`src/tdmb_defines.vh`:
```
`ifndef TDMB_DEFINES_VH
`define TDMB_DEFINES_VH
// ----------------------------------------------------------------
// Clock and timing
// ----------------------------------------------------------------
`define TDMB_CLK_HZ 125000000
`define TDMB_FRAME_HZ 8000
`define TDMB_RATE_LOW_HZ 512000
`define TDMB_RATE_MID_HZ 2048000
`define TDMB_RATE_HIGH_HZ 2560000
// Phase step of the bit clock generator, 32-bit accumulator
`define TDMB_NCO_INC(f) (((64'd1 << 32) * (f)) / `TDMB_CLK_HZ)
// Bit clock periods in one 8 kHz frame
`define TDMB_FRM_CLKS(f) ((f) / `TDMB_FRAME_HZ)
// ----------------------------------------------------------------
// Register offsets
// ----------------------------------------------------------------
`define TDMB_OFS_CTRL 12'h000
`define TDMB_OFS_STAT 12'h004
`define TDMB_OFS_SLOT 12'h008
// ----------------------------------------------------------------
// Control fields and reset value
// ----------------------------------------------------------------
`define TDMB_CTRL_EIGHT 0
`define TDMB_CTRL_LONG 1
`define TDMB_CTRL_GCI 2
`define TDMB_CTRL_RLOW 3
`define TDMB_CTRL_RMID 4
`define TDMB_CTRL_TSEN_LO 5
`define TDMB_CTRL_TSEN_HI 7
`define TDMB_CTRL_SRST 31
`define TDMB_CTRL_RST 8'h00
`define TDMB_SLOT_RST 18'h00000
// ----------------------------------------------------------------
// Status fields
// ----------------------------------------------------------------
`define TDMB_STAT_TXOVF 0
`define TDMB_STAT_RXUNF 1
`define TDMB_STAT_MASTER 2
// ----------------------------------------------------------------
// Frame layout
// ----------------------------------------------------------------
`define TDMB_SYNC_SHORT 9'd1
`define TDMB_SYNC_LONG8 9'd18
`define TDMB_SYNC_LONG10 9'd20
`define TDMB_SYNC_GCI 9'd2
`define TDMB_POS_B2_GCI_END 9'd16
`define TDMB_POS_D1_GCI 9'd24
`define TDMB_POS_D2_GCI 9'd25
`define TDMB_POS_END8 9'd18
`define TDMB_POS_D1_10 9'd8
`define TDMB_POS_B2_10 9'd10
`define TDMB_POS_D2_10 9'd18
`define TDMB_CNT_IDLE 9'h1ff
`define TDMB_IDLE_WORD 18'h3ffff
`define TDMB_FIFO_DEPTH 3'd4
`endif

```
`src/tdmb_pad_unused.v`:
```
`timescale 1ns/1ns

```
`src/tdmb_bus_if.v`:
```
`timescale 1ns/1ns
// Summary of operation
// Pin picks timing master or slave
// Two FIFOs toward framer and from deframer
// Reset gives short frame, 10-bit format
// One sync per 8 kHz frame
// Frame holds B1, B2 and two D bits
// Three bits select the five formats
// GCI uses one sync, others two
// GCI exchanges only 2B+D positions
// No D channel port over this bus
// Any timeslot enable overrides the format
// Master bit clock has three rates
// Two bits choose master clock rate
// GCI bit spans two clock periods
// Slave clock kept in range by partner
// Master drives both syncs together
// Long frame sync spans the transfer
// GCI output driven only on 2B+D
// Partner aligns slave syncs to its clock
// Separate bit counters per direction
`include "tdmb_defines.vh"
module tdmb_bus_if (
  // Clock and reset
  input wire i_clk,
  input wire i_rst,
  // APB slave
  input wire i_psel,
  input wire i_penable,
  input wire i_pwrite,
  input wire [11:0] i_paddr,
  input wire [31:0] i_pwdata,
  output wire [31:0] o_prdata,
  output wire o_pready,
  output wire o_pslverr,
  // Link pins
  input wire i_master_slave_select,
  input wire i_data_bit_clock,
  output wire o_data_bit_clock,
  output wire o_data_bit_clock_oe,
  input wire i_transmit_frame_sync,
  output wire o_transmit_frame_sync,
  output wire o_transmit_frame_sync_oe,
  input wire i_receive_frame_sync,
  output wire o_receive_frame_sync,
  output wire o_receive_frame_sync_oe,
  input wire i_serial_data_in,
  output wire o_serial_data_out,
  output wire o_serial_data_out_oe,
  // Toward the line framer
  output wire [17:0] o_fr_data,
  output wire o_fr_valid,
  input wire i_fr_ready,
  // From the line deframer
  input wire [17:0] i_df_data,
  input wire i_df_valid,
  output wire o_df_ready
);

  // ----------------------------------------------------------------
  // Helper functions
  // ----------------------------------------------------------------
  // Bit position within the frame from the period count
  function [8:0] tdmb_pos;
    input [8:0] cnt;
    input lng;
    input gci;
    begin
      if (gci) begin
        tdmb_pos = {1'b0, cnt[8:1]};
      end else if (lng) begin
        tdmb_pos = cnt;
      end else if (cnt == 9'h000 || cnt == `TDMB_CNT_IDLE) begin
        tdmb_pos = `TDMB_CNT_IDLE;
      end else begin
        tdmb_pos = cnt - 9'h001;
      end
    end
  endfunction

  // Position to word bit: {valid, index}; B1 0-7, B2 8-15, D 16-17
  function [5:0] tdmb_map;
    input [8:0] pos;
    input eight;
    input gci;
    input [2:0] tsen;
    input [17:0] slots;
    reg [8:0] d1;
    reg [8:0] d2;
    reg [8:0] dd;
    begin
      d1 = pos - {2'b00, slots[5:0], 1'b0};
      d2 = pos - {2'b00, slots[11:6], 1'b0};
      dd = pos - {2'b00, slots[17:12], 1'b0};
      tdmb_map = 6'h00;
      if (tsen != 3'b000) begin
        // Timeslot placement wins over every format
        if (tsen[0] && d1 < 9'd8) begin
          tdmb_map = {3'b100, d1[2:0]};
        end else if (tsen[1] && d2 < 9'd8) begin
          tdmb_map = {3'b101, d2[2:0]};
        end else if (tsen[2] && dd < 9'd2) begin
          tdmb_map = {5'b11000, dd[0]};
        end
      end else if (gci) begin
        // Other GCI positions carry nothing for us
        if (pos < `TDMB_POS_B2_GCI_END) begin
          tdmb_map = {1'b1, pos[4:0]};
        end else if (pos == `TDMB_POS_D1_GCI || pos == `TDMB_POS_D2_GCI) begin
          tdmb_map = {5'b11000, pos[0]};
        end
      end else if (eight) begin
        if (pos < `TDMB_POS_END8) begin
          tdmb_map = {1'b1, pos[4:0]};
        end
      end else begin
        if (pos < `TDMB_POS_D1_10) begin
          tdmb_map = {1'b1, pos[4:0]};
        end else if (pos == `TDMB_POS_D1_10) begin
          tdmb_map = 6'h30;
        end else if (pos >= `TDMB_POS_B2_10 && pos < `TDMB_POS_D2_10) begin
          d1 = pos - 9'd2;
          tdmb_map = {1'b1, d1[4:0]};
        end else if (pos == `TDMB_POS_D2_10) begin
          tdmb_map = 6'h31;
        end
      end
    end
  endfunction

  // ----------------------------------------------------------------
  // Registers and APB slave
  // ----------------------------------------------------------------
  reg [7:0] ctrl_r;
  reg [17:0] slot_r;
  reg txovf_r;
  reg rxunf_r;
  reg pready_r;
  reg pslverr_r;
  reg [31:0] prdata_r;
  reg [2:0] tcnt_r;
  reg [2:0] rcnt_r;
  reg [4:0] sync1_r;
  reg [4:0] sync2_r;
  reg [4:0] sync3_r;
  reg [4:0] filt_r;
  wire access = i_psel & i_penable;
  wire done = access & pready_r;
  wire wr = done & i_pwrite;
  wire hit_ctrl = i_paddr == `TDMB_OFS_CTRL;
  wire hit_stat = i_paddr == `TDMB_OFS_STAT;
  wire hit_slot = i_paddr == `TDMB_OFS_SLOT;
  wire is_master = filt_r[0];
  wire eight = ctrl_r[`TDMB_CTRL_EIGHT];
  wire lng = ctrl_r[`TDMB_CTRL_LONG];
  wire [2:0] tsen = ctrl_r[`TDMB_CTRL_TSEN_HI:`TDMB_CTRL_TSEN_LO];
  wire gci = ctrl_r[`TDMB_CTRL_GCI] & (tsen == 3'b000);
  wire tx_ovf_set;
  wire rx_unf_set;

  // One wait state, then ready; write lands on the ready edge
  always @(posedge i_clk) begin
    if (i_rst) begin
      pready_r <= 1'b0;
      pslverr_r <= 1'b0;
      prdata_r <= 32'h00000000;
    end else begin
      pready_r <= access & ~pready_r;
      pslverr_r <= access & ~pready_r & ~(hit_ctrl | hit_stat | hit_slot);
      if (access & ~pready_r) begin
        if (i_pwrite || !(hit_ctrl | hit_stat | hit_slot)) begin
          prdata_r <= 32'h00000000;
        end else if (hit_ctrl) begin
          prdata_r <= {24'h000000, ctrl_r};
        end else if (hit_stat) begin
          prdata_r <= {21'h00000, rcnt_r, 1'b0, tcnt_r, 1'b0,
                       is_master, rxunf_r, txovf_r};
        end else begin
          prdata_r <= {10'h000, slot_r[17:12], 2'b00, slot_r[11:6],
                       2'b00, slot_r[5:0]};
        end
      end
    end
  end

  // Control, timeslot and sticky status; a new event beats the clear
  always @(posedge i_clk) begin
    if (i_rst) begin
      ctrl_r <= `TDMB_CTRL_RST;
      slot_r <= `TDMB_SLOT_RST;
      txovf_r <= 1'b0;
      rxunf_r <= 1'b0;
    end else begin
      if (wr && hit_ctrl) begin
        if (i_pwdata[`TDMB_CTRL_SRST]) begin
          ctrl_r <= `TDMB_CTRL_RST;
        end else begin
          ctrl_r <= i_pwdata[7:0];
        end
      end
      if (wr && hit_slot) begin
        slot_r <= {i_pwdata[21:16], i_pwdata[13:8], i_pwdata[5:0]};
      end
      txovf_r <= tx_ovf_set |
                 (txovf_r & ~(wr & hit_stat & i_pwdata[`TDMB_STAT_TXOVF]));
      rxunf_r <= rx_unf_set |
                 (rxunf_r & ~(wr & hit_stat & i_pwdata[`TDMB_STAT_RXUNF]));
    end
  end

  // ----------------------------------------------------------------
  // Pin synchronisers
  // ----------------------------------------------------------------
  // Order: master select, bit clock, tx sync, rx sync, data in
  wire [4:0] pins = {i_serial_data_in, i_receive_frame_sync,
                     i_transmit_frame_sync, i_data_bit_clock,
                     i_master_slave_select};
  // Filtered level moves only when stages two and three agree
  wire [4:0] filt_nxt = (sync2_r & sync3_r) |
                        (filt_r & (sync2_r | sync3_r));
  always @(posedge i_clk) begin
    if (i_rst) begin
      sync1_r <= 5'h00;
      sync2_r <= 5'h00;
      sync3_r <= 5'h00;
      filt_r <= 5'h00;
    end else begin
      sync1_r <= pins;
      sync2_r <= sync1_r;
      sync3_r <= sync2_r;
      filt_r <= filt_nxt;
    end
  end

  // ----------------------------------------------------------------
  // Master bit clock and frame sync generator
  // ----------------------------------------------------------------
  // Fractional step; jitter of one system clock traded for exact mean rate
  wire [63:0] inc_lo = `TDMB_NCO_INC(`TDMB_RATE_LOW_HZ);
  wire [63:0] inc_mid = `TDMB_NCO_INC(`TDMB_RATE_MID_HZ);
  wire [63:0] inc_hi = `TDMB_NCO_INC(`TDMB_RATE_HIGH_HZ);
  wire [31:0] frm_lo = `TDMB_FRM_CLKS(`TDMB_RATE_LOW_HZ);
  wire [31:0] frm_mid = `TDMB_FRM_CLKS(`TDMB_RATE_MID_HZ);
  wire [31:0] frm_hi = `TDMB_FRM_CLKS(`TDMB_RATE_HIGH_HZ);
  reg [31:0] acc_r;
  reg [8:0] mcnt_r;
  reg msync_r;
  reg mdbc_r;
  reg [31:0] inc;
  reg [8:0] frm;
  reg [8:0] sync_len;
  always @* begin
    if (ctrl_r[`TDMB_CTRL_RLOW]) begin
      inc = inc_lo[31:0];
      frm = frm_lo[8:0];
    end else if (ctrl_r[`TDMB_CTRL_RMID]) begin
      inc = inc_mid[31:0];
      frm = frm_mid[8:0];
    end else begin
      inc = inc_hi[31:0];
      frm = frm_hi[8:0];
    end
    if (gci) begin
      sync_len = `TDMB_SYNC_GCI;
    end else if (lng) begin
      sync_len = eight ? `TDMB_SYNC_LONG8 : `TDMB_SYNC_LONG10;
    end else begin
      sync_len = `TDMB_SYNC_SHORT;
    end
  end
  wire [31:0] acc_nxt = acc_r + inc;
  wire m_rise = acc_nxt[31] & ~acc_r[31];
  wire m_fall = ~acc_nxt[31] & acc_r[31];
  wire [8:0] mcnt_nxt = (mcnt_r >= frm - 9'h001) ? 9'h000 : mcnt_r + 9'h001;
  // Frame counter sets the 8 kHz repeat, one sync per frame
  always @(posedge i_clk) begin
    if (i_rst) begin
      acc_r <= 32'h00000000;
      mcnt_r <= 9'h000;
      msync_r <= 1'b0;
      mdbc_r <= 1'b0;
    end else begin
      acc_r <= acc_nxt;
      mdbc_r <= acc_nxt[31];
      if (m_rise) begin
        mcnt_r <= mcnt_nxt;
        msync_r <= mcnt_nxt < sync_len;
      end
    end
  end

  // ----------------------------------------------------------------
  // Link event selection
  // ----------------------------------------------------------------
  // Slave relies on partner clock range and sync alignment
  wire rise = is_master ? m_rise : (filt_nxt[1] & ~filt_r[1]);
  wire fall = is_master ? m_fall : (~filt_nxt[1] & filt_r[1]);
  wire rx_sync = is_master ? msync_r : filt_r[3];
  // GCI has a single sync on the receive sync pin
  wire tx_sync = gci ? rx_sync : (is_master ? msync_r : filt_r[2]);

  // ----------------------------------------------------------------
  // Direction counters
  // ----------------------------------------------------------------
  reg [8:0] txc_r;
  reg [8:0] rxc_r;
  reg txprev_r;
  reg rxprev_r;
  wire tx_det = rise & tx_sync & ~txprev_r;
  wire rx_det = rise & rx_sync & ~rxprev_r;
  wire [8:0] rxc_nxt = rx_det ? 9'h000 :
                       (rxc_r == `TDMB_CNT_IDLE) ? rxc_r : rxc_r + 9'h001;
  // Each direction follows its own sync
  always @(posedge i_clk) begin
    if (i_rst) begin
      txc_r <= `TDMB_CNT_IDLE;
      rxc_r <= `TDMB_CNT_IDLE;
      txprev_r <= 1'b0;
      rxprev_r <= 1'b0;
    end else if (rise) begin
      txprev_r <= tx_sync;
      rxprev_r <= rx_sync;
      rxc_r <= rxc_nxt;
      if (tx_det) begin
        txc_r <= 9'h000;
      end else if (txc_r != `TDMB_CNT_IDLE) begin
        txc_r <= txc_r + 9'h001;
      end
    end
  end

  // ----------------------------------------------------------------
  // Transmit direction: data in toward framer FIFO
  // ----------------------------------------------------------------
  // D bits stay in the main stream; no separate D channel port
  wire [5:0] tx_map = tdmb_map(tdmb_pos(txc_r, lng, gci), eight, gci,
                               tsen, slot_r);
  reg [17:0] txw_r;
  reg txgot_r;
  reg [17:0] tmem_r [0:3];
  reg [1:0] twr_r;
  reg [1:0] trd_r;
  reg [17:0] frd_r;
  reg frv_r;
  wire tpush_req = tx_det & txgot_r;
  wire tfull = tcnt_r == `TDMB_FIFO_DEPTH;
  wire tpush = tpush_req & ~tfull;
  wire tpop = (tcnt_r != 3'd0) & (~frv_r | i_fr_ready);
  assign tx_ovf_set = tpush_req & tfull;
  // GCI samples once, in the second clock of each bit
  always @(posedge i_clk) begin
    if (i_rst) begin
      txw_r <= 18'h00000;
      txgot_r <= 1'b0;
    end else begin
      if (fall && tx_map[5] && (!gci || txc_r[0])) begin
        txw_r[tx_map[4:0]] <= filt_r[4];
        txgot_r <= 1'b1;
      end else if (tx_det) begin
        txgot_r <= 1'b0;
      end
    end
  end

  // Frame handed over at next sync; output stage adds one slot
  always @(posedge i_clk) begin
    if (i_rst) begin
      twr_r <= 2'b00;
      trd_r <= 2'b00;
      tcnt_r <= 3'd0;
      frd_r <= 18'h00000;
      frv_r <= 1'b0;
    end else begin
      if (tpush) begin
        tmem_r[twr_r] <= txw_r;
        twr_r <= twr_r + 2'b01;
      end
      if (tpop) begin
        frd_r <= tmem_r[trd_r];
        frv_r <= 1'b1;
        trd_r <= trd_r + 2'b01;
      end else if (i_fr_ready) begin
        frv_r <= 1'b0;
      end
      tcnt_r <= tcnt_r + {2'b00, tpush} - {2'b00, tpop};
    end
  end

  // ----------------------------------------------------------------
  // Receive direction: deframer FIFO toward data out
  // ----------------------------------------------------------------
  reg [17:0] rmem_r [0:3];
  reg [1:0] rwr_r;
  reg [1:0] rrd_r;
  reg dfr_r;
  reg [17:0] rxw_r;
  reg sdo_r;
  reg sdo_oe_r;
  wire rpush = i_df_valid & dfr_r;
  wire rpop = rx_det & (rcnt_r != 3'd0);
  assign rx_unf_set = rx_det & (rcnt_r == 3'd0);
  wire [2:0] rcnt_nxt = rcnt_r + {2'b00, rpush} - {2'b00, rpop};
  // Empty FIFO sends idle ones rather than stale data
  wire [17:0] rx_word = rpop ? rmem_r[rrd_r] :
                        rx_det ? `TDMB_IDLE_WORD : rxw_r;
  wire [5:0] rx_map = tdmb_map(tdmb_pos(rxc_nxt, lng, gci), eight, gci,
                               tsen, slot_r);
  always @(posedge i_clk) begin
    if (i_rst) begin
      rwr_r <= 2'b00;
      rrd_r <= 2'b00;
      rcnt_r <= 3'd0;
      dfr_r <= 1'b0;
    end else begin
      if (rpush) begin
        rmem_r[rwr_r] <= i_df_data;
        rwr_r <= rwr_r + 2'b01;
      end
      if (rpop) begin
        rrd_r <= rrd_r + 2'b01;
      end
      rcnt_r <= rcnt_nxt;
      dfr_r <= rcnt_nxt != `TDMB_FIFO_DEPTH;
    end
  end

  // Output changes on bit clock rise; released off the 2B+D slots
  always @(posedge i_clk) begin
    if (i_rst) begin
      rxw_r <= `TDMB_IDLE_WORD;
      sdo_r <= 1'b1;
      sdo_oe_r <= 1'b0;
    end else if (rise) begin
      rxw_r <= rx_word;
      sdo_r <= rx_map[5] ? rx_word[rx_map[4:0]] : 1'b1;
      sdo_oe_r <= rx_map[5];
    end
  end

  // ----------------------------------------------------------------
  // Link pin drivers
  // ----------------------------------------------------------------
  reg dbc_oe_r;
  reg txfs_r;
  reg txfs_oe_r;
  reg rxfs_r;
  reg rxfs_oe_r;
  // Both syncs from one flop source so they coincide
  always @(posedge i_clk) begin
    if (i_rst) begin
      dbc_oe_r <= 1'b0;
      txfs_r <= 1'b0;
      txfs_oe_r <= 1'b0;
      rxfs_r <= 1'b0;
      rxfs_oe_r <= 1'b0;
    end else begin
      dbc_oe_r <= is_master;
      txfs_r <= msync_r & ~gci;
      rxfs_r <= msync_r;
      txfs_oe_r <= is_master & ~gci;
      rxfs_oe_r <= is_master;
    end
  end

  assign o_prdata = prdata_r;
  assign o_pready = pready_r;
  assign o_pslverr = pslverr_r;
  assign o_data_bit_clock = mdbc_r;
  assign o_data_bit_clock_oe = dbc_oe_r;
  assign o_transmit_frame_sync = txfs_r;
  assign o_transmit_frame_sync_oe = txfs_oe_r;
  assign o_receive_frame_sync = rxfs_r;
  assign o_receive_frame_sync_oe = rxfs_oe_r;
  assign o_serial_data_out = sdo_r;
  assign o_serial_data_out_oe = sdo_oe_r;
  assign o_fr_data = frd_r;
  assign o_fr_valid = frv_r;
  assign o_df_ready = dfr_r;

endmodule

```
`config.mk`:
```
export PLATFORM = sky130hd
export DESIGN_NAME = tdmb_bus_if
export DESIGN_NICKNAME = d
export VERILOG_FILES = /design/src/tdmb_pad_unused.v /design/src/tdmb_bus_if.v
export VERILOG_INCLUDE_DIRS = /design/src
export SDC_FILE = /design/constraint.sdc
export NUM_CORES = 1
export LEC_CHECK = 0
export ABC_AREA = 1
export BUFFER_PORTS_ARGS = -buffer_cell sky130_fd_sc_hd__clkbuf_2
export CAP_MARGIN = 20
export CORE_AREA = 2 2 196 198
export CTS_CLUSTER_DIAMETER = 50
export DETAILED_ROUTE_END_ITERATION = 10
export DIE_AREA = 0 0 198 200
export GPL_ROUTABILITY_DRIVEN = 0
export GPL_TIMING_DRIVEN = 0
export HOLD_SLACK_MARGIN = 0.02
export PLACE_DENSITY = 0.74
export SLEW_MARGIN = 30
export SYNTH_ARGS = -nofsm -noshare
export SYNTH_HDL_FRONTEND = slang
export SYNTH_SLANG_ARGS = --single-unit
```
`constraint.sdc`:
```
create_clock -name i_clk -period 8.25 [get_ports i_clk]
set_input_delay 1.65 -clock i_clk [delete_from_list [all_inputs] [get_ports i_clk]]
set_output_delay 1.65 -clock i_clk [all_outputs]
set_load 0.005 [all_outputs]
```
Yosys cells after proc, flatten, opt, wreduce, memory -nomap -nowiden

Memory sizes are Yosys's and may differ from the RTL's. A register that Yosys moved wholly into a read port is not among the register bits.
Cells that the tools add are included.

Add/sub/neg operators: 23
Multipliers: 0
Divide/modulo/power cells: 0
Magnitude comparators: 19
Equality and inequality tests: 16
Shift-type cells: 0
Muxes and demuxes: 73
Bitwise gates (word level): 50
Reduce and logical (&&, ||, !) cells: 33

Operators with widths:

| operator            | number |
|---|---|
| $mux 6              | 26 |
| $mux 9              | 12 |
| $mux 22             | 3 |
| $eq 9x5->1 const B  | 6 |
| $lt 9x4->1 const B  | 6 |
| $sub 9x7->9         | 6 |
| $lt 9x5->1 const B  | 4 |
| $mux 18             | 2 |
| $add 32x32->32      | 1 |
| $and 1x1->1         | 28 |
| $add 9x1->9 const B | 3 |
| $eq 9x9->1 const B  | 3 |
| $mux 27             | 1 |
| $sub 9x1->9 const B | 3 |
| $mux 25             | 1 |
| $bwmux 18           | 1 |
| $eq 9x4->1 const B  | 2 |
| $ge 9x4->1 const B  | 2 |
| $logic_not 9->1     | 2 |
| $lt 9x2->1 const B  | 2 |
| $mux 1              | 18 |
| $logic_and 1x1->1   | 13 |
| $not 1->1           | 13 |
| $eq 12x3->1 const B | 1 |
| 29 further kinds    | 55 |

Bits in registers: 204
Latch bits: 0
Memory bits (writable): 144
Bits in read-only memories: 0
Input port bits: 74
Output and inout port bits: 62
Word-level logic and storage cells: 252
Memories kept: 2

Memory list:

| memory | words | bits a word | rd ports | clocked after Yosys merged registers in | write ports | RTL line          | RTL |
|---|---|---|---|---|---|---|---|
| rmem_r | 4     | 18          | 1        | 1                                       | 1           | tdmb_bus_if.v:392 | `reg [17:0] rmem_r [0:3];` |
| tmem_r | 4     | 18          | 1        | 1                                       | 1           | tdmb_bus_if.v:340 | `reg [17:0] tmem_r [0:3];` |

Logic depth before layout (Yosys ltp)

Gate-level depths: netlist of the first run.

Depth after elaboration: 24
Depth in mapped cells: 67
Mapped depth without buffers: 66

Least setup slack after synthesis of the first run

OpenSTA, ideal clock, no wires.

Path type: reg-to-reg
Start: register ctrl_r[3]
End: register sdo_r (netlist: o_serial_data_out)
Setup time: 0.126 ns
Arrival time: 7.234 ns
Required time: 8.124 ns
Path slack: 0.890 ns
Stages on the path, launching flop included: 63
Buffers on the path: 1
Clock period less this slack: 7.360 ns
Path through: dfxtp_1 > nor2_1 > inv_1 > ha_1 > ha_1 > nand2_1 > nor2_1 > or4_1 > nand2_1 > nand2_1 > inv_1 > nor2_1 > o21ai_1 > nand2_1 > a21oi_1 > inv_1 > nand2_1 > nand3_1 > [... 27 more ...] > nor3_1 > nand2_1 > nor2_2 > nand2_2 > nand3_2 > nand2_2 > nand2_4 > nand2_4 > nand2_1 > nand3_1 > nand3_1 > nand2_1 > inv_1 > nand2_1 > nand2_1 > nand2_1 > nand2_1 > nand2_1

Longest elaborated chain between the ends: 23
Elaborated cells on any way between the ends: 53
Classes of those cells: 6 x add/sub; 7 x order compare; 5 x eq/ne; 24 x mux; 4 x bitwise; 7 x reduce/logical

RTL lines:

| item                                                 | RTL line          | RTL |
|---|---|---|
| start, declared                                      | tdmb_bus_if.v:134 | `reg [7:0] ctrl_r;` |
| start signal, assigned                               | tdmb_bus_if.v:189 | `` ctrl_r <= `TDMB_CTRL_RST; `` |
| start signal, assigned                               | tdmb_bus_if.v:196 | `` ctrl_r <= `TDMB_CTRL_RST; `` |
| start signal, assigned                               | tdmb_bus_if.v:198 | `ctrl_r <= i_pwdata[7:0];` |
| $mux 27 *                                            | tdmb_bus_if.v:253 | `` if (ctrl_r[`TDMB_CTRL_RLOW]) begin `` |
| $add 32x32->32 *                                     | tdmb_bus_if.v:271 | `wire [31:0] acc_nxt = acc_r + inc;` |
| $and 1x1->1 *                                        | tdmb_bus_if.v:272 | `wire m_rise = acc_nxt[31] & ~acc_r[31];` |
| $mux 1 *                                             | tdmb_bus_if.v:296 | `wire rise = is_master ? m_rise : (filt_nxt[1] & ~filt_r[1]);` |
| branches (longest 19 deep; another with $sub 9x1->9) | --                |  |
| end signal, assigned                                 | tdmb_bus_if.v:435 | `sdo_r <= rx_map[5] ? rx_word[rx_map[4:0]] : 1'b1;` |
| end, declared                                        | tdmb_bus_if.v:397 | `reg sdo_r;` |

Mark *: on every way between the ends. The select of a mux whose other input is x is not followed.
A chain may end at the register's enable or synchronous reset.

Final worst setup path of the first run

Start: register ctrl_r[4]
End: register sdo_r (netlist: o_serial_data_out)

Longest elaborated chain between the ends: 24
Elaborated cells on any way between the ends: 54
Classes of those cells: 6 x add/sub; 7 x order compare; 5 x eq/ne; 25 x mux; 4 x bitwise; 7 x reduce/logical

RTL lines:

| item                                                | RTL line          | RTL |
|---|---|---|
| $mux 25 *                                           | tdmb_bus_if.v:256 | `` end else if (ctrl_r[`TDMB_CTRL_RMID]) begin `` |
| $mux 27 *                                           | tdmb_bus_if.v:253 |  |
| $add 32x32->32 *                                    | tdmb_bus_if.v:271 |  |
| $and 1x1->1 *                                       | tdmb_bus_if.v:272 |  |
| $mux 1 *                                            | tdmb_bus_if.v:296 |  |
| $and 1x1->1 * (2 in series)                         | tdmb_bus_if.v:310 | `wire rx_det = rise & rx_sync & ~rxprev_r;` |
| $mux 9 *                                            | tdmb_bus_if.v:311 | `wire [8:0] rxc_nxt = rx_det ? 9'h000 :` |
| via rxc_nxt[1]                                      | tdmb_bus_if.v:311 |  |
| branches (longest 4 deep; another with $sub 9x1->9) | --                |  |
| $mux 9 *                                            | tdmb_bus_if.v:69  | `if (gci) begin` |
| branches (longest 7 deep; another with $sub 9x7->9) | --                |  |
| $mux 6 *                                            | tdmb_bus_if.v:96  | `if (tsen != 3'b000) begin` |
| $bmux 1 s5                                          | tdmb_bus_if.v:435 |  |
| $mux 1 (implied by the code)                        | tdmb_bus_if.v:435 |  |
| $mux 1 *                                            | tdmb_bus_if.v:435 |  |

Mark *: on every way through the listed nets, which the timed path passes. The select of a mux whose other input is x is not followed.

==> impl_metrics.csv, run 1 <==
group,metric,value,unit
synthesis,syn_avg_cell_area,8.22,um^2
timing,timing.hold.ws,0.403,ns
synthesis,yosysSeqAreaShare,46.3,%
timing,clock_skew,0.0198,ns
die,fp.dieH,200,um
worst_setup_path,cpMaxStageDelayCell,"or4_4",
timing,finalSetupViolations,0,
worst_setup_path,cp_max_fo,10,
finish,stdcell_count,2963,
worst_setup_path,cpMostUsedCell,"nand2_1",
pwr,powerDensity,205,mW/mm^2
outcome,status,"finished, final reports clean",
drt,drc_errors,0,
cts,htree_levels,2,
timing,hold_violations,0,
cts,clk_path_buf_depth,3,
die,die-area,0.0396,mm^2
finish,final_area,0.0213,mm^2
worst_setup_path,crit_required,8.67,ns
grt,grt_overflow,0,
drt,via_per_inst,5.46,
drt,antenna_left,0,
worst_setup_path,path_class,"reg -> reg",
timing,fin_ws,0.505,ns
grt,grt_pass1_vias,15300,
grt,grt_pass1_wl,77200,um
synthesis,syn_area,0.0184,mm^2
place,hpwl,35500,um
cts,cts_root_buf,"clkbuf_16",
cts,ctsHoldBuffers,0,
job,cap_violations,0,
timing,fin_setup_tns,0,ns
drt,drt_pass1_iterations,5,
finish,drive_gt1_share,15.8,%
finish,fillers,3300,
pwr,vdd_drop_max,0.185,mV
synthesis,synth-seq-cells,354,
die,rows,71,
finish,final_core_util,57.0,%
worst_setup_path,start_kind,"flop",
timing,fmax,0.129,GHz
synthesis,syn_inst,2244,
synthesis,yosysWarnings,0,
die,chipWidth,198,um
worst_setup_path,end_kind,"flop",
timing,slew_headroom,33.5,%
place,pre_cts_slack,-0.889,ns
timing,slew_viol_final,0,
cts,numCtsBuffers,41,
worst_setup_path,cp_data_arrival_time,8.17,ns
pwr,p_total,4.36,mW
min_path,min_path_type,"reg -> reg",
die,initial_core_util,49.3,%
cts,clk_latency,0.56,ns
die,ios,136,
drt,wirelength,48800,um
cts,clock-sinks,354,
cts,cts_tree,"yes",
synthesis,synth-edff-count,144,
die,core,0.0374,mm^2
place,place_area,0.0197,mm^2
place,portBuffers,111,
timing,fin_crit,7.75,ns
worst_setup_path,slowest_delay,0.49,ns
grt,grt_max_degree,19,
synthesis,postSynth.asyncResetShare,0,%
finish,syn2layout_area_growth,15.6,%
finish,nets,2586,
timing,min_period_over_period,93.9,%
drt,vias,16200,
drt,wl_per_cell,16.5,um
cts,path_clk_slew,0.06,ns
grt,grt_usage,24.6,%
synthesis,synth.distinct_cells,62,
finish,n_antenna_cell,0,
pwr,p_leak,8.98,nW
grt,antenna_found_initial,1,
place,dp.cells,2878,
drt,drt_iter0_drc,1105,
synthesis,synth_ff_type,"dfxtp_1",
timing,worstMarginPinSlew,0.998,ns
==> metal layers <==
layer  global-route usage (%)  up-vias  share of wire [%]
met5                        0        -                  0
met4                     12.2        0                4.4
met3                     4.18      129                7.1
met2                     40.7      653                 46
met1                     31.5     7505                 42
li1                         -     7885                  -
==> worst max-delay path: cells and delay by family, from the launching register on <==
kind	cells	cell delay [ns]
compound gates	10	1.48
fa+ha+maj	5	1.06
flops	1	0.34
simple gates	38	3.92
buf+inv	8	0.80
==> cell usage in the layout, fill, tap and decap left out, drive strengths merged, types with 3 or more instances in the layout <==
| cell type | netlist | layout |
|---|---|---|
| o211ai | 24 | 24 |
| buf | 25 | 37 |
| clkinvlp | 0 | 4 |
| o22ai | 36 | 36 |
| o2111ai | 5 | 5 |
| xor2 | 24 | 24 |
| nor4 | 7 | 7 |
| clkinv | 10 | 22 |
| dfxtp | 210 | 210 |
| ha | 83 | 83 |
| a21oi | 161 | 161 |
| conb | 1 | 12 |
| o221ai | 4 | 4 |
| nand3b | 7 | 7 |
| xnor2 | 11 | 11 |
| o21bai | 9 | 9 |
| nand3 | 119 | 119 |
| nor3 | 22 | 22 |
| fa | 8 | 8 |
| or2 | 15 | 15 |
| a211oi | 5 | 5 |
| o31ai | 5 | 5 |
| o21ai | 213 | 213 |
| nand4 | 24 | 24 |
| edfxtp | 144 | 144 |
| clkbuf | 58 | 222 |
| nor2 | 310 | 310 |
| a21boi | 3 | 3 |
| nand2 | 411 | 411 |
| a31oi | 28 | 28 |
| inv | 252 | 256 |
==> cell usage after synthesis, drive strengths merged (15+ instances only) <==
master | count | area share [%]
buf | 25 | 0.96
xor2 | 24 | 1.1
o211ai | 24 | 1.0
ha | 83 | 5.6
nand3 | 119 | 3.7
inv | 252 | 5.2
a21oi | 161 | 4.5
nor3 | 22 | 0.83
nand4 | 24 | 0.81
nor2 | 310 | 6.9
o22ai | 36 | 1.3
nand2 | 411 | 9.3
clkbuf | 58 | 1.2
edfxtp | 144 | 23
dfxtp | 210 | 23
or2 | 15 | 0.51
a31oi | 28 | 1.0
o21ai | 213 | 5.9
==> final cells by class <==
class | count | area (um^2) | area share, %
timing repair buffer | 123 | 649 | 3.05
clock inverter | 21 | 158 | 0.740
sequential | 354 | 8530 | 40.0
buffer | 83 | 398 | 1.87
tap | 511 | 639 | 3.00
clock buffer | 53 | 1140 | 5.37
multi-input combinational | 1556 | 8800 | 41.3
inverter | 262 | 996 | 4.67
==> power breakdown <==
part	internal, mW	switching (mW)	total, mW
logic	0.222	0.426	0.648
clock network	1.02	0.728	1.74
registers	1.91	0.0622	1.97
==> flip-flops by register name (all words and copies together) (netlist names), 3 cells and up, named ones only <==
register and count:
rcnt_r 3, sync2_r 5, acc_r 31, sync3_r 5
tmem_r 72, txw_r 18, rxw_r 18, mcnt_r 9
slot_r 18, o_fr_data 18, rmem_r 72, sync1_r 5
rxc_r 9, o_prdata 20, txc_r 9, tcnt_r 3
ctrl_r 8, filt_r 5
==> cell families (layout without fill, tap and decap cells) <==
| logic type | count (synthesis) | in the layout | synth area share (%) |
|---|---|---|---|
| fa+ha+maj | 91 | 91 | 6.50 |
| buf+inv | 345 | 542 | 7.50 |
| xor+xnor | 35 | 35 | 1.66 |
| flops | 354 | 354 | 46.3 |
| compound gates | 500 | 500 | 15.3 |
| simple gates | 918 | 918 | 22.7 |
| other cells | 1 | 12 | 0.0203 |
==> final timing paths <==
kind | start | end | slack, ns | cells past startpoint
worst min register to register | sync1_r[2] | sync2_r[2] | 0.40 | 2
worst max-delay path | ctrl_r[4] | o_serial_data_out | 0.50 | 61
worst min-delay path | sync1_r[2] | sync2_r[2] | 0.40 | 2
worst max register to register | ctrl_r[4] | o_serial_data_out | 0.50 | 61
==> what timing repair did <==
action	in CTS	in global routing
pin swaps	5	10
endpoints found under the setup margin	2	2
buffers inserted	6	5
gates resized for setup	10	50
(Power assumes the default switching activity.)
==> run 2, diff against run 1 <==
Settings changed: CTS_BUF_LIST from default to sky130_fd_sc_hd__clkbuf_8.
==> run 2 against run 1 <==
Against the previous run:
- clock-buffer cell count rose by 21
- global-route usage fell by 0.12 points
- hold slack got worse by 0.0037 ns
- critical endpoint unchanged
- first-iteration DRC count fell by 0.63%
- register-to-register slack got worse by 0.02 ns
- die area did not move
- highest routed layer unchanged
==> impl_metrics.csv, run 2 (synthesis results as in run 1) <==
group,metric,value,unit
pwr,p_leak,9.08,nW
die,chipWidth,198,um
drt,antenna_left,0,
worst_setup_path,start_kind,"flop",
grt,grt_max_degree,19,
drt,drt_iter0_drc,1098,
worst_setup_path,cpMaxStageDelayCell,"or4_4",
place,portBuffers,111,
grt,grt_usage,24.5,%
timing,min_period_over_period,94.1,%
worst_setup_path,r2r_slack,0.49,ns
die,core,0.0374,mm^2
finish,fillers,3322,
job,cap_violations,0,
min_path,whs_path_depth,2,
min_path,hp-start,"sync1_r[2]",
worst_setup_path,slowest_delay,0.49,ns
cts,clock-sinks,354,
drt,via_per_inst,5.43,
die,fp.dieH,200,um
timing,timing.hold.ws,0.399,ns
die,die-area,0.0396,mm^2
place,dp.cells,2878,
cts,clk_latency,0.65,ns
timing,finalSetupViolations,0,
worst_setup_path,cp_data_arrival_time,8.29,ns
worst_setup_path,reg2regPathDepth,62,
worst_setup_path,crit_required,8.77,ns
die,initial_core_util,49.3,%
min_path,min_path_type,"reg -> reg",
pwr,vdd_drop_max,0.146,mV
grt,antenna_found_initial,0,
cts,clk_path_buf_depth,3,
worst_setup_path,cp_max_fo,8,
finish,multi_input_area,0.00882,mm^2
timing,hold_violations,0,
outcome,status,"finished, final reports clean",
finish,drive_gt1_share,16.5,%
finish,stdcell_count,3005,
worst_setup_path,cpMostUsedCell,"nand2_1",
drt,drt_pass1_iterations,5,
die,ios,136,
place,pre_cts_slack,-0.889,ns
finish,nets,2609,
drt,drc_errors,0,
timing,clock_skew,0.0129,ns
cts,cts_tree,"yes",
worst_setup_path,r2r-end,"o_serial_data_out",
worst_setup_path,end_kind,"flop",
place,hpwl,35500,um
cts,htree_levels,2,
drt,wirelength,48800,um
cts,numCtsBuffers,57,
timing,worstMarginPinSlew,1.00,ns
drt,wl_per_cell,16.2,um
cts,cts_root_buf,"clkbuf_8",
timing,fin_setup_tns,0,ns
timing,slew_headroom,33.1,%
cts,path_clk_slew,0.06,ns
timing,fin_crit,7.76,ns
pwr,powerDensity,196,mW/mm^2
die,rows,71,
finish,largestRegisters,"rmem_r (72), tmem_r (72), acc_r (31)",
grt,grt_pass1_vias,15400,
finish,regArea,0.00853,mm^2
timing,slew_viol_final,0,
cts,ctsHoldBuffers,0,
worst_setup_path,timing.rr.start,"ctrl_r[3]",
finish,layout_commonest_cell,"nand2_1",
timing,fmax,0.129,GHz
grt,grt_pass1_wl,76900,um
pwr,p_total,4.18,mW
grt,grt_overflow,0,
finish,final_cell_mix,"nand2_1 (361), nor2_1 (275), inv_1 (248)",
timing,fin_ws,0.488,ns
min_path,holdPathEnd,"sync2_r[2]",
drt,vias,16300,
worst_setup_path,path_class,"reg -> reg",
finish,syn2layout_area_growth,15.5,%
-- run 2: timing repair --
| item | 4_1_cts | 5_1_grt |
|---|---|---|
| pin swaps | 3 | 15 |
| setup endpoints to repair | 2 | 2 |
| endpoints found under the hold margin | 0 | 0 |
| resized for setup | 9 | 57 |
| setup buffers | 4 | 14 |
-- run 2: per-layer routing --
layer	share of wire, %	track usage [%]	up-vias
met4	3.7	10.8	0
met5	0	0	-
met1	43	31.2	7609
met2	47	40.7	637
li1	-	-	7961
met3	7.1	4.81	115
-- run 2: worst max path at each step --
stage                         start           endpoint  slack [ns]
after floorplan           ctrl_r[3]  o_serial_data_out        0.89
after global placement    ctrl_r[3]  o_serial_data_out       -0.62
after detailed placement  ctrl_r[3]  o_serial_data_out       -0.89
after CTS                 ctrl_r[4]  o_serial_data_out       0.007
after global routing      ctrl_r[4]  o_serial_data_out       -0.09
final                     ctrl_r[3]  o_serial_data_out        0.49
-- run 2: cell type report --
class | instances | share of cell area, %
well taps | 511 | 3.00
plain buffers | 83 | 1.87
clock inverters | 34 | 0.922
multi-input cells | 1556 | 41.4
flip-flops and latches | 354 | 40.0
inverters | 262 | 4.69
clock buffers | 74 | 4.78
diodes | 1 | 0.0117
repair buffers | 130 | 3.29
-- run 2: critical path, delay by kind of cell (launching register included) --
kind	cells	cell delay (ns)
simple gates	42	4.37
compound gates	9	1.32
fa+ha+maj	4	0.88
buf+inv	7	0.67
flops	1	0.38
-- run 2: power by group --
group          switching (mW)  internal [mW]
clock                   0.703          0.865
sequential             0.0630           1.91
combinational           0.424          0.223
-- run 2: metrics by stage --
step	util (%)	area, um^2
CTS	56.2	21000
global route	57.0	21300
floorplan	-	18500
global placement	52.6	19700
finish	57.0	21300
detailed placement	52.8	19700
